File: src/logic/spd_defines.svh
`ifndef SPD_DEFINES_SVH
`define SPD_DEFINES_SVH

// Register indices and their APB byte addresses (four times the index).
`define SPD_IDX_THRESH      6'd12
`define SPD_IDX_CFG         6'd13
`define SPD_IDX_PULSES      6'd14
`define SPD_ADDR_W          8
`define SPD_ADDR_THRESH     8'h30
`define SPD_ADDR_CFG        8'h34
`define SPD_ADDR_PULSES     8'h38

// Configuration and status bit positions.
`define SPD_BIT_CONF        0
`define SPD_BIT_FORCE       1
`define SPD_BIT_OW_DET      4
`define SPD_BIT_OW_EN       5
`define SPD_BIT_OVER_NOW    10
`define SPD_BIT_OVER_SEEN   11
`define SPD_BIT_RELAY       12
`define SPD_BIT_RCTL0       14
`define SPD_BIT_RCTL1       15

// Reset values.
`define SPD_RST_THRESH      16'h0000
`define SPD_RST_PULSES      16'h0000

// Timing.
`define SPD_CLK_HZ          25000000
`define SPD_WIN_MS          5
`define SPD_WDOG_S          2
`define SPD_WIN_CYCLES      ((`SPD_CLK_HZ / 1000) * `SPD_WIN_MS)
`define SPD_WDOG_CYCLES     (`SPD_CLK_HZ * `SPD_WDOG_S)
`define SPD_HZ_SCALE        (1000 / `SPD_WIN_MS)
`define SPD_WIN_W           17
`define SPD_WDOG_W          26

`endif

File: src/logic/spd_pkg.sv
`include "spd_defines.svh"

package spd_pkg;

   typedef struct packed {
      logic                     configured;
      logic                     forceErr;
      logic                     owTestEn;
      logic [1:0]               relayCtl;
      logic [15:0]              threshold;
      logic [15:0]              pulsesPerUpdate;
      logic                     prevPulse;
      logic [`SPD_WIN_W-1:0]    winCnt;
      logic [15:0]              winPulses;
      logic [15:0]              speed16;
      logic                     speed16Valid;
      logic                     perArmed;
      logic [31:0]              perCnt;
      logic [15:0]              perPulses;
      logic [31:0]              speed32;
      logic                     speed32Valid;
      logic                     curOver;
      logic                     stickyOver;
      logic                     owDet;
      logic                     relay;
      logic [`SPD_WDOG_W-1:0]   wdogCnt;
      logic                     wdogExpired;
      logic                     pready;
      logic                     pslverr;
      logic [31:0]              prdata;
      logic                     ledComm;
      logic                     ledInternalErr;
      logic                     ledExternalErr;
      logic                     ledOverspeed;
      logic                     ledRelay;
   } spd_state_t;

endpackage

File: src/logic/spd_regs.sv
`timescale 1ns/1ps
`include "spd_defines.svh"

module spd_regs #(
   parameter int unsigned WIN_CYCLES  = `SPD_WIN_CYCLES,
   parameter int unsigned WDOG_CYCLES = `SPD_WDOG_CYCLES
) (
   // Clock and reset.
   input  wire logic                     clk,
   input  wire logic                     reset,
   // APB slave.
   input  wire logic                     psel,
   input  wire logic                     penable,
   input  wire logic                     pwrite,
   input  wire logic [`SPD_ADDR_W-1:0]   paddr,
   input  wire logic [31:0]              pwdata,
   output      logic [31:0]              prdata,
   output      logic                     pready,
   output      logic                     pslverr,
   // Sensor front end.
   input  wire logic                     sensorPulse,
   input  wire logic                     openWireSense,
   // Speed outputs.
   output      logic [15:0]              speed16,
   output      logic                     speed16Valid,
   output      logic [31:0]              speed32,
   output      logic                     speed32Valid,
   // Relay drive.
   output      logic                     relayEnergized,
   // Indicators.
   output      logic                     ledComm,
   output      logic                     ledInternalErr,
   output      logic                     ledExternalErr,
   output      logic                     ledOverspeed,
   output      logic                     ledRelay
);

   localparam logic [`SPD_WIN_W-1:0]  WIN_LAST  =
      `SPD_WIN_W'(WIN_CYCLES - 1);
   localparam logic [`SPD_WDOG_W-1:0] WDOG_LAST =
      `SPD_WDOG_W'(WDOG_CYCLES - 1);
   localparam logic [23:0]            HZ_SCALE  = 24'(`SPD_HZ_SCALE);

   spd_pkg::spd_state_t s;
   spd_pkg::spd_state_t next_s;

   logic [5:0]  regIdx;
   logic        addrHit;
   logic        cfgHit;
   logic        apbStart;
   logic        apbDone;
   logic        readClr;
   logic        rise;
   logic [15:0] winNow;
   logic [23:0] scaled;
   logic [15:0] perNext;
   logic [15:0] statusWord;
   logic [31:0] readData;

   assign regIdx   = paddr[7:2];
   assign cfgHit   = (paddr[1:0] == 2'b00) && (regIdx == `SPD_IDX_CFG);
   assign addrHit  = (paddr[1:0] == 2'b00) &&
                     ((regIdx == `SPD_IDX_THRESH) ||
                      (regIdx == `SPD_IDX_CFG) ||
                      (regIdx == `SPD_IDX_PULSES));
   assign apbStart = psel && penable && !s.pready;
   assign apbDone  = psel && penable && s.pready;
   assign readClr  = apbDone && !pwrite && cfgHit &&
                     s.prdata[`SPD_BIT_OVER_SEEN];
   assign rise     = sensorPulse && !s.prevPulse;
   assign perNext  = s.perPulses + 16'h0001;

   // Status word, assembled live from the block's own state.
   always_comb begin
      statusWord                     = 16'h0000;
      statusWord[`SPD_BIT_CONF]      = s.configured;
      statusWord[`SPD_BIT_FORCE]     = s.forceErr;
      statusWord[`SPD_BIT_OW_DET]    = s.owDet;
      statusWord[`SPD_BIT_OW_EN]     = s.owTestEn;
      statusWord[`SPD_BIT_OVER_NOW]  = s.curOver;
      statusWord[`SPD_BIT_OVER_SEEN] = s.stickyOver;
      statusWord[`SPD_BIT_RELAY]     = s.relay;
      statusWord[`SPD_BIT_RCTL0]     = s.relayCtl[0];
      statusWord[`SPD_BIT_RCTL1]     = s.relayCtl[1];
   end

   always_comb begin
      readData = 32'h0000_0000;
      if (addrHit) begin
         unique case (regIdx)
            `SPD_IDX_THRESH: readData = {16'h0000, s.threshold};
            `SPD_IDX_CFG:    readData = {16'h0000, statusWord};
            `SPD_IDX_PULSES: readData = {16'h0000, s.pulsesPerUpdate};
            default:         readData = 32'h0000_0000;
         endcase
      end
   end

   always_comb begin
      next_s              = s;
      next_s.speed16Valid = 1'b0;
      next_s.speed32Valid = 1'b0;
      next_s.prevPulse    = sensorPulse;
      winNow              = s.winPulses;
      scaled              = 24'h00_0000;

      // APB: one wait state, answer registered in the first access cycle.
      if (apbStart) begin
         next_s.pready  = 1'b1;
         next_s.pslverr = !addrHit;
         next_s.prdata  = (!pwrite && addrHit) ? readData : 32'h0000_0000;
      end else if (apbDone) begin
         next_s.pready  = 1'b0;
         next_s.pslverr = 1'b0;
      end

      if (apbDone && pwrite && addrHit) begin
         unique case (regIdx)
            `SPD_IDX_THRESH: begin
               next_s.threshold = pwdata[15:0];
            end
            `SPD_IDX_CFG: begin
               next_s.configured  = pwdata[`SPD_BIT_CONF];
               next_s.forceErr    = pwdata[`SPD_BIT_FORCE];
               next_s.owTestEn    = pwdata[`SPD_BIT_OW_EN];
               next_s.relayCtl[0] = pwdata[`SPD_BIT_RCTL0];
               next_s.relayCtl[1] = pwdata[`SPD_BIT_RCTL1];
            end
            `SPD_IDX_PULSES: begin
               next_s.pulsesPerUpdate = pwdata[15:0];
            end
            default: begin
               next_s.threshold = s.threshold;
            end
         endcase
      end

      // Measurement is stopped and cleared while unconfigured.
      if (!s.configured) begin
         next_s.winCnt    = '0;
         next_s.winPulses = 16'h0000;
         next_s.perArmed  = 1'b0;
         next_s.perCnt    = 32'h0000_0000;
         next_s.perPulses = 16'h0000;
         next_s.curOver   = 1'b0;
      end else begin
         if (rise && (s.winPulses != 16'hFFFF)) begin
            winNow = s.winPulses + 16'h0001;
         end
         // Fixed-window 16-bit speed in hertz.
         if (s.winCnt == WIN_LAST) begin
            scaled              = 24'(winNow) * HZ_SCALE;
            next_s.winCnt       = '0;
            next_s.winPulses    = 16'h0000;
            next_s.speed16      = (scaled[23:16] != 8'h00) ?
                                  16'hFFFF : scaled[15:0];
            next_s.speed16Valid = 1'b1;
            next_s.curOver      = (next_s.speed16 > s.threshold);
         end else begin
            next_s.winCnt    = s.winCnt + `SPD_WIN_W'(1);
            next_s.winPulses = winNow;
         end
         // Period of the programmed number of pulses, in clock cycles.
         if (s.perCnt != 32'hFFFF_FFFF) begin
            next_s.perCnt = s.perCnt + 32'h0000_0001;
         end
         if (rise) begin
            if (!s.perArmed) begin
               next_s.perArmed  = 1'b1;
               next_s.perCnt    = 32'h0000_0000;
               next_s.perPulses = 16'h0000;
            end else if ((s.pulsesPerUpdate != 16'h0000) &&
                         (perNext == s.pulsesPerUpdate)) begin
               next_s.speed32      = next_s.perCnt;
               next_s.speed32Valid = 1'b1;
               next_s.perCnt       = 32'h0000_0000;
               next_s.perPulses    = 16'h0000;
            end else begin
               next_s.perPulses = perNext;
            end
         end
      end

      // Latched overspeed: a new event wins over the read clear.
      next_s.stickyOver = (s.stickyOver && !readClr) ||
                          next_s.curOver;

      next_s.owDet = s.owTestEn && openWireSense;
      next_s.relay = s.configured &&
                     ((s.relayCtl[0] && next_s.curOver) ||
                      s.relayCtl[1]);

      // Communication watchdog, restarted by every completed access.
      if (apbDone) begin
         next_s.wdogCnt     = '0;
         next_s.wdogExpired = 1'b0;
      end else if (!s.wdogExpired) begin
         if (s.wdogCnt == WDOG_LAST) begin
            next_s.wdogExpired = 1'b1;
         end else begin
            next_s.wdogCnt = s.wdogCnt + `SPD_WDOG_W'(1);
         end
      end

      next_s.ledComm        = !next_s.wdogExpired;
      next_s.ledInternalErr = next_s.forceErr || next_s.wdogExpired;
      next_s.ledExternalErr = next_s.owDet;
      next_s.ledOverspeed   = next_s.curOver;
      next_s.ledRelay       = next_s.relay;
   end

   always_ff @(posedge clk) begin
      if (reset) begin
         s                 <= '0;
         s.threshold       <= `SPD_RST_THRESH;
         s.pulsesPerUpdate <= `SPD_RST_PULSES;
         s.wdogExpired     <= 1'b1;
         s.ledInternalErr  <= 1'b1;
      end else begin
         s <= next_s;
      end
   end

   assign prdata         = s.prdata;
   assign pready         = s.pready;
   assign pslverr        = s.pslverr;
   assign speed16        = s.speed16;
   assign speed16Valid   = s.speed16Valid;
   assign speed32        = s.speed32;
   assign speed32Valid   = s.speed32Valid;
   assign relayEnergized = s.relay;
   assign ledComm        = s.ledComm;
   assign ledInternalErr = s.ledInternalErr;
   assign ledExternalErr = s.ledExternalErr;
   assign ledOverspeed   = s.ledOverspeed;
   assign ledRelay       = s.ledRelay;
endmodule

File: config.mk
export PLATFORM = sky130hd
export DESIGN_NAME = spd_regs
export DESIGN_NICKNAME = d
export VERILOG_FILES = /design/src/logic/spd_pkg.sv /design/src/logic/spd_regs.sv
export VERILOG_INCLUDE_DIRS = /design/src /design/src/logic
export SDC_FILE = /design/constraint.sdc
export NUM_CORES = 1
export LEC_CHECK = 0
export ABC_CLOCK_PERIOD_IN_PS = 13100
export BUFFER_PORTS_ARGS = -buffer_cell sky130_fd_sc_hd__buf_4
export CORE_UTILIZATION = 40
export DETAILED_ROUTE_END_ITERATION = 12
export PLACE_DENSITY = 0.56
export SLEW_MARGIN = 20
export SYNTH_ARGS = -nofsm -noshare
export SYNTH_HDL_FRONTEND = slang
export SYNTH_SLANG_ARGS = --single-unit
File: constraint.sdc
create_clock -name clk -period 13.1 [get_ports clk]
set_input_delay 2.62 -clock clk [delete_from_list [all_inputs] [get_ports clk]]
set_output_delay 2.62 -clock clk [all_outputs]
set_load 0.01 [all_outputs]
# After elaboration in Yosys (flattened, before gate mapping)
# Index checks and enable logic that the tools add are counted.
[totals]
romBits = 0
regBits = 237
memories = 0
in_bits = 47
out_inout_bits = 90
mem_bits_rw = 0
latch_bits = 0
[op_classes]
div = 0
n_mul = 1
n_mux = 25
add_sub_neg = 5
n_reduce_logical = 43
n_shift = 0
n_lt_le_gt_ge = 1
n_eq_ne = 8
bitwise_logic = 5
[op_table]
columns = ["cell", "n"]
rows = [
  ["2-to-1 mux 16 bit", 7],
  ["2-to-1 mux 32 bit", 3],
  ["2-to-1 mux 81 bit", 1],
  ["2-to-1 mux 33 bit", 2],
  ["2-to-1 mux 48 bit", 1],
  ["case mux 16 bit (3 select lines)", 1],
  ["2-to-1 mux 36 bit", 1],
  ["adder 16 x 1 -> 16 bit (second input constant)", 2],
  ["adder 32 x 1 -> 32 bit (second input constant)", 1],
  ["!= test 32 bit (second input constant)", 1],
  ["adder 26 x 1 -> 26 bit (second input constant)", 1],
  ["equality test 26 bit (second input constant)", 1],
  ["multiplier 16 x 5 -> 21 bit (second input constant)", 1],
  ["equality test 6 x 4 -> 1 bit (second input constant)", 3],
  ["logical AND 1 bit", 18],
  ["adder 17 x 1 -> 17 bit (second input constant)", 1],
  ["equality test 17 bit (second input constant)", 1],
  ["equality test 16 bit", 1],
  ["> comparator 16 bit", 1],
  ["!= test 16 bit (second input constant)", 1],
  ["nonzero test 16 bit", 1],
  ["AND reduction 2 bit", 5],
  ["nonzero test 8 bit", 1],
  ["logical NOT 1 bit", 6],
  ["11 further kinds", 26],
]

# Longest topological paths before layout
[logic_depth]
depth_word = 14
depth_mapped = 31

# Least setup slack after synthesis
# Ideal clock, no wire load.
[synth_timing]
path_kind = "input to register"
startpoint = "in sensorPulse"
endpoint = "reg s (netlist bit ledOverspeed)"
required_time_ps = 12964
setup_slack_ps = 4506
t_arrival_ps = 8458
stages = 29
setup_ps = 136
n_path_buf = 3
path_cell_list = "nand2b_1 nor4_1 nand4_1 xor2_1 inv_1 ha_1 ha_1 inv_1 fa_1 inv_1 ha_1 clkbuf_1 o21ai_0 nor2b_1 a21oi_1 a21boi_0 xnor2_1 nor4_1 buf_2 buf_2 nand2_1 ha_1 nor2b_1 o21a_1 o21a_1 o211ai_1 a21boi_0 o31ai_1 o22ai_1"
[synth_via]
elab_chain_len = 10
[synth_lines]
columns = ["item", "line_no", "source"]
rows = [
  ["from (decl)", "spd_regs.sv:21", "input wire logic sensorPulse,"],
  ["logical AND 1 bit (*)", "spd_regs.sv:70", "assign rise = sensorPulse && !s.prevPulse;"],
  ["logical AND 1 bit (*)", "spd_regs.sv:147", "if (rise && (s.winPulses != 16'hFFFF)) begin"],
  ["2-to-1 mux 16 bit (*)", "spd_regs.sv:147", ""],
  ["2-to-1 mux 16 bit (*)", "spd_regs.sv:139", "if (!s.configured) begin"],
  ["multiplier 16 x 5 -> 21 bit (*)", "spd_regs.sv:152", "scaled = 24'(winNow) * HZ_SCALE;"],
  ["nonzero test 8 bit", "spd_regs.sv:155", "next_s.speed16 = (scaled[23:16] != 8'h00) ?"],
  ["2-to-1 mux 16 bit (*)", "spd_regs.sv:155", ""],
  ["> comparator 16 bit (*)", "spd_regs.sv:158", "next_s.curOver = (next_s.speed16 > s.threshold);"],
  ["2-to-1 mux 1 bit (*)", "spd_regs.sv:151", "if (s.winCnt == WIN_LAST) begin"],
  ["2-to-1 mux 1 bit (*)", "spd_regs.sv:139", ""],
  ["to (signal assigned)", "spd_regs.sv:220", "s <= next_s;"],
  ["to (decl)", "spd_regs.sv:44", "spd_pkg::spd_state_t s;"],
]
# Mark *: on every way between the ends. The rest lies on a longest branch, timed or not. The select of a mux whose other input is x is not followed.
# A chain may end at the register's enable or synchronous reset.

# Final worst setup path
[layout_timing]
startpoint = "in sensorPulse"
endpoint = "reg s[68] (netlist bit)"
[layout_via]
elab_chain_len = 11
[layout_lines]
columns = ["item", "line_no", "source"]
rows = [
  ["logical AND 1 bit (*)", "spd_regs.sv:70", ""],
  ["logical AND 1 bit (*)", "spd_regs.sv:147", ""],
  ["2-to-1 mux 16 bit (*)", "spd_regs.sv:147", ""],
  ["2-to-1 mux 16 bit (*)", "spd_regs.sv:139", ""],
  ["multiplier 16 x 5 -> 21 bit (*)", "spd_regs.sv:152", ""],
  ["nonzero test 8 bit", "spd_regs.sv:155", ""],
  ["2-to-1 mux 16 bit (*)", "spd_regs.sv:155", ""],
  ["> comparator 16 bit (*)", "spd_regs.sv:158", ""],
  ["2-to-1 mux 1 bit (*)", "spd_regs.sv:151", ""],
  ["2-to-1 mux 1 bit (*)", "spd_regs.sv:139", ""],
  ["logical OR 1 bit (*)", "spd_regs.sv:185", "next_s.stickyOver = (s.stickyOver && !readClr) ||"],
]
# Marked as above.

==> run_results.csv <==
group,metric,value,unit
outcome,status,"finished clean",
synth,synth_ff_type,"dfxtp_1",
place,preCtsSetupSlack,3240,ps
hold_path,hp-class,"reg2reg",
clocking,cts_hold_buf,0,
setup_path,crit_top_cell,"ha_1",
synth,ys_ff_latch,219,
sta,tightest_slew,1030,ps
clocking,cts.clk_slew.worst_paths,50,ps
place,place_congestion,0.815,
sta,timing.fmax,108,MHz
synth,synth_edf_count,0,
sta,setup_viol,0,
synth,async_reset_ff_share,0,%
hold_path,hold_start,"s[185]$_SDFF_PP0_",
synth,synth_area_leaders,"dfxtp_1, ha_1, nor2_1",
clocking,cts_sinks,219,
clocking,clk_path_buf_depth,3,
route,ant_nets,0,
setup_path,r2r_cells,28,
synth,yosysTopAreaCellShare,33.8,%
place,hpwl,21.0,mm
pwr,peakVddDrop,0.112,mV
layout,nets,1648,
global_routing,grt_use_total,17.7,%
clocking,clock_latency,530,ps
setup_path,cp.required,13490,ps
die,dieArea,0.0331,mm^2
route,dr_wl_met2,13.5,mm
setup_path,worstSetupPathType,"in2reg",
global_routing,grt_pass1_vias,9568,
setup_path,crit_path_start,"sensorPulse",
sta,timing.final.crit_period,9250,ps
die,fp.coreArea,0.0317,mm^2
sta,max-slew-margin-rel,30.7,%
route,top_layer,"met4",
synth,avgSynthCellArea,8.55,um^2
setup_path,cp_max_fo,16,
die,rows,65,
synth,synth_compound_area_share,10.2,%
route,num_vias,10000,
clocking,htree_levels,1,
setup_path,crit_buf_inv,4,
sta,setup_tns,0,ps
setup_path,crit_path_start_kind,"input port",
die,die_y,182,um
setup_path,cp_slowest_stage_delay,890,ps
global_routing,grt_pass1_wl,48.8,mm
synth,synth_area,0.0130,mm^2
global_routing,antenna_found_initial,0,
sta,fin_crit_sh,70.6,%
die,design.portCount,137,
route,wl_per_cell,15.1,um
synth,seq_area_frac_synth,33.8,%
setup_path,cp-end-kind,"flip-flop",
synth,synth_fa_ha_area_share,8.50,%
setup_path,timing.rr.start,"s[169]$_SDFF_PP0_",
sta,drv_slew,0,
route,wirelength_met1,14.2,mm
synth,synth_xor_area_share,8.72,%
layout,final_cell_mix,"dfxtp_1, nor2_1, buf_4, nand2_1, inv_1",
route,drt-initial-drc-count,468,
layout,final_common_cell,"dfxtp_1",
layout,synthToLayoutAreaGrowth,10.1,%
synth,synthCells,1516,
place,portBuffers,104,
route,remaining_drc_errors,0,
sta,grt_setup_unrepaired,"false",
die,initial_core_util,40.8,%
pwr,p_leak,6.01,nW
synth,synth_top_family_by_area,"simple AND/OR/NAND/NOR gates",
clocking,cts_root_buf,"clkbuf_16",
route,wl_met3,1.04,mm
layout,drive_above_1_share,13.4,%
die,fp.dieW,182,um
synth,yosys_warnings,0,
sta,hold_violations,0,
route,drt_pre_antenna_iters,5,
setup_path,cp_slowest_cell,"nor4_1",
clocking,post_cts_resized,0,
synth,synthMuxAreaShare,6.30,%
clocking,postCtsSetupBuffers,0,
pwr,p_total,1.41,mW
clocking,cts_tree,"done",
setup_path,crit_arrival,9630,ps
synth,synth_cell_type_count,79,
synth,synth-simple-area-share,22.8,%
route,vias_per_cell,5.18,
layout,nFillCells,3169,
setup_path,critical_path.top_delay_family,"simple AND/OR/NAND/NOR gates",
global_routing,grt_max_degree,76,
hold_path,hold_end,"s[185]$_SDFF_PP0_",
sta,finalWorstSetupSlack,3850,ps
setup_path,reg2reg_slack,5630,ps
pwr,power_density,98.6,mW/mm^2
global_routing,overflow,0,
sta,skew,19.7,ps
route,routed_wl,29.2,mm
synth,yosys.area.top_type,"dfxtp_1",
hold_path,worstHoldPathCells,1,
setup_path,rr_endpoint,"s[68]$_SDFF_PP0_",
clocking,cts-buffers-inserted,26,
run,maxCapViolCount,0,
synth_stat cells (4+ instances only):
master and count:
mux2_2 4, a21oi_1 53, nor4_1 11, xor2_1 72
a22o_1 7, nand2b_1 10, or2_2 5, a2111oi_0 7
and4_1 14, a31oi_1 7, or3_1 11, o211ai_1 5
o21bai_1 8, nand3b_1 5, nand2_1 111, mux2i_1 35
o2111ai_1 4, a21o_1 8, inv_1 74, mux2_4 28
nand4_1 38, dfxtp_1 219, clkbuf_1 43, nand3_1 55
o21a_1 10, nor2_1 214, buf_2 17, a22oi_1 18
ha_1 72, o31ai_1 4, nor3_1 17, buf_4 89
a211oi_1 14, nor2b_1 45, and3_1 20, and2_1 10
o21ai_0 27, fa_1 10, xnor2_1 57
final cells by class:
| type | count | area [um^2] | share of cell area (%) |
|---|---|---|---|
| antenna | 1 | 2.50 | 0.0175 |
| clock buffer | 36 | 728 | 5.11 |
| clock inverter | 8 | 101 | 0.711 |
| inverter | 74 | 278 | 1.95 |
| multi-input combinational | 1083 | 7400 | 51.9 |
| sequential | 219 | 4380 | 30.7 |
| tap | 402 | 503 | 3.53 |
| timing repair buffer | 115 | 871 | 6.11 |
kinds of logic after synthesis:
family          after synthesis
mux                          67
other cells                   1
flops                       219
buf+inv                     229
compound gates              198
xor+xnor                    129
fa+ha+maj                    82
simple gates                591
per-layer routing:
layer	track usage, %	vias up
li1	-	5101
met1	24.3	4755
met2	29.6	150
met3	2.29	32
met4	3.56	0
met5	0	-
worst reg2reg max path, delay by kind of cell (launching register included):
family	cells	cell delay, ps
buffers and inverters	3	320
XOR/XNOR	2	730
adder cells (fa/ha/maj)	5	1860
flip-flops	1	340
AND/OR/NAND/NOR	11	2770
AO/OA/AOI/OAI	7	1290
per-stage QoR:
step / hold slack, ps / instance area [um^2] / instances / util [%]
after floorplan: 418 / 13000 / 1531 / -
final: 447 / 14300 / 1938 / 45.0
after global placement: 429 / 13400 / 1892 / 42.3
after CTS: 452 / 14200 / 1936 / 44.9
after global routing: 473 / 14300 / 1937 / 45.0
after detailed placement: 439 / 13400 / 1892 / 42.3
worst max-delay path by stage:
stage | end | slack [ps] | depth (start not counted)
after floorplan | ledOverspeed$_SDFF_PP0_ | 4510 | 29
final | s[68]$_SDFF_PP0_ | 3850 | 27
after detailed placement | s[68]$_SDFF_PP0_ | 3240 | 27
after global routing | ledRelay$_SDFF_PP0_ | 3240 | 27
after CTS | s[68]$_SDFF_PP0_ | 3780 | 27
after global placement | ledRelay$_SDFF_PP0_ | 3280 | 26
report_power, final:
| part | switching, mW | leakage, nW | internal [mW] |
|---|---|---|---|
| clock network | 0.278 | 0.411 | 0.424 |
| logic | 0.0234 | 3.84 | 0.0121 |
| registers | 0.000626 | 1.76 | 0.667 |
sequential cells by signal (all words and copies together), names as in the netlist:
register and cells:
speed16 14, ledInternalErr 1, ledOverspeed 1, ledExternalErr 1, ledComm 1, ledRelay 1, pslverr 1, s 148
prdata 16, speed16Valid 1, speed32Valid 1, speed32 32, pready 1
No activity file was read; power rests on OpenSTA's default activity.
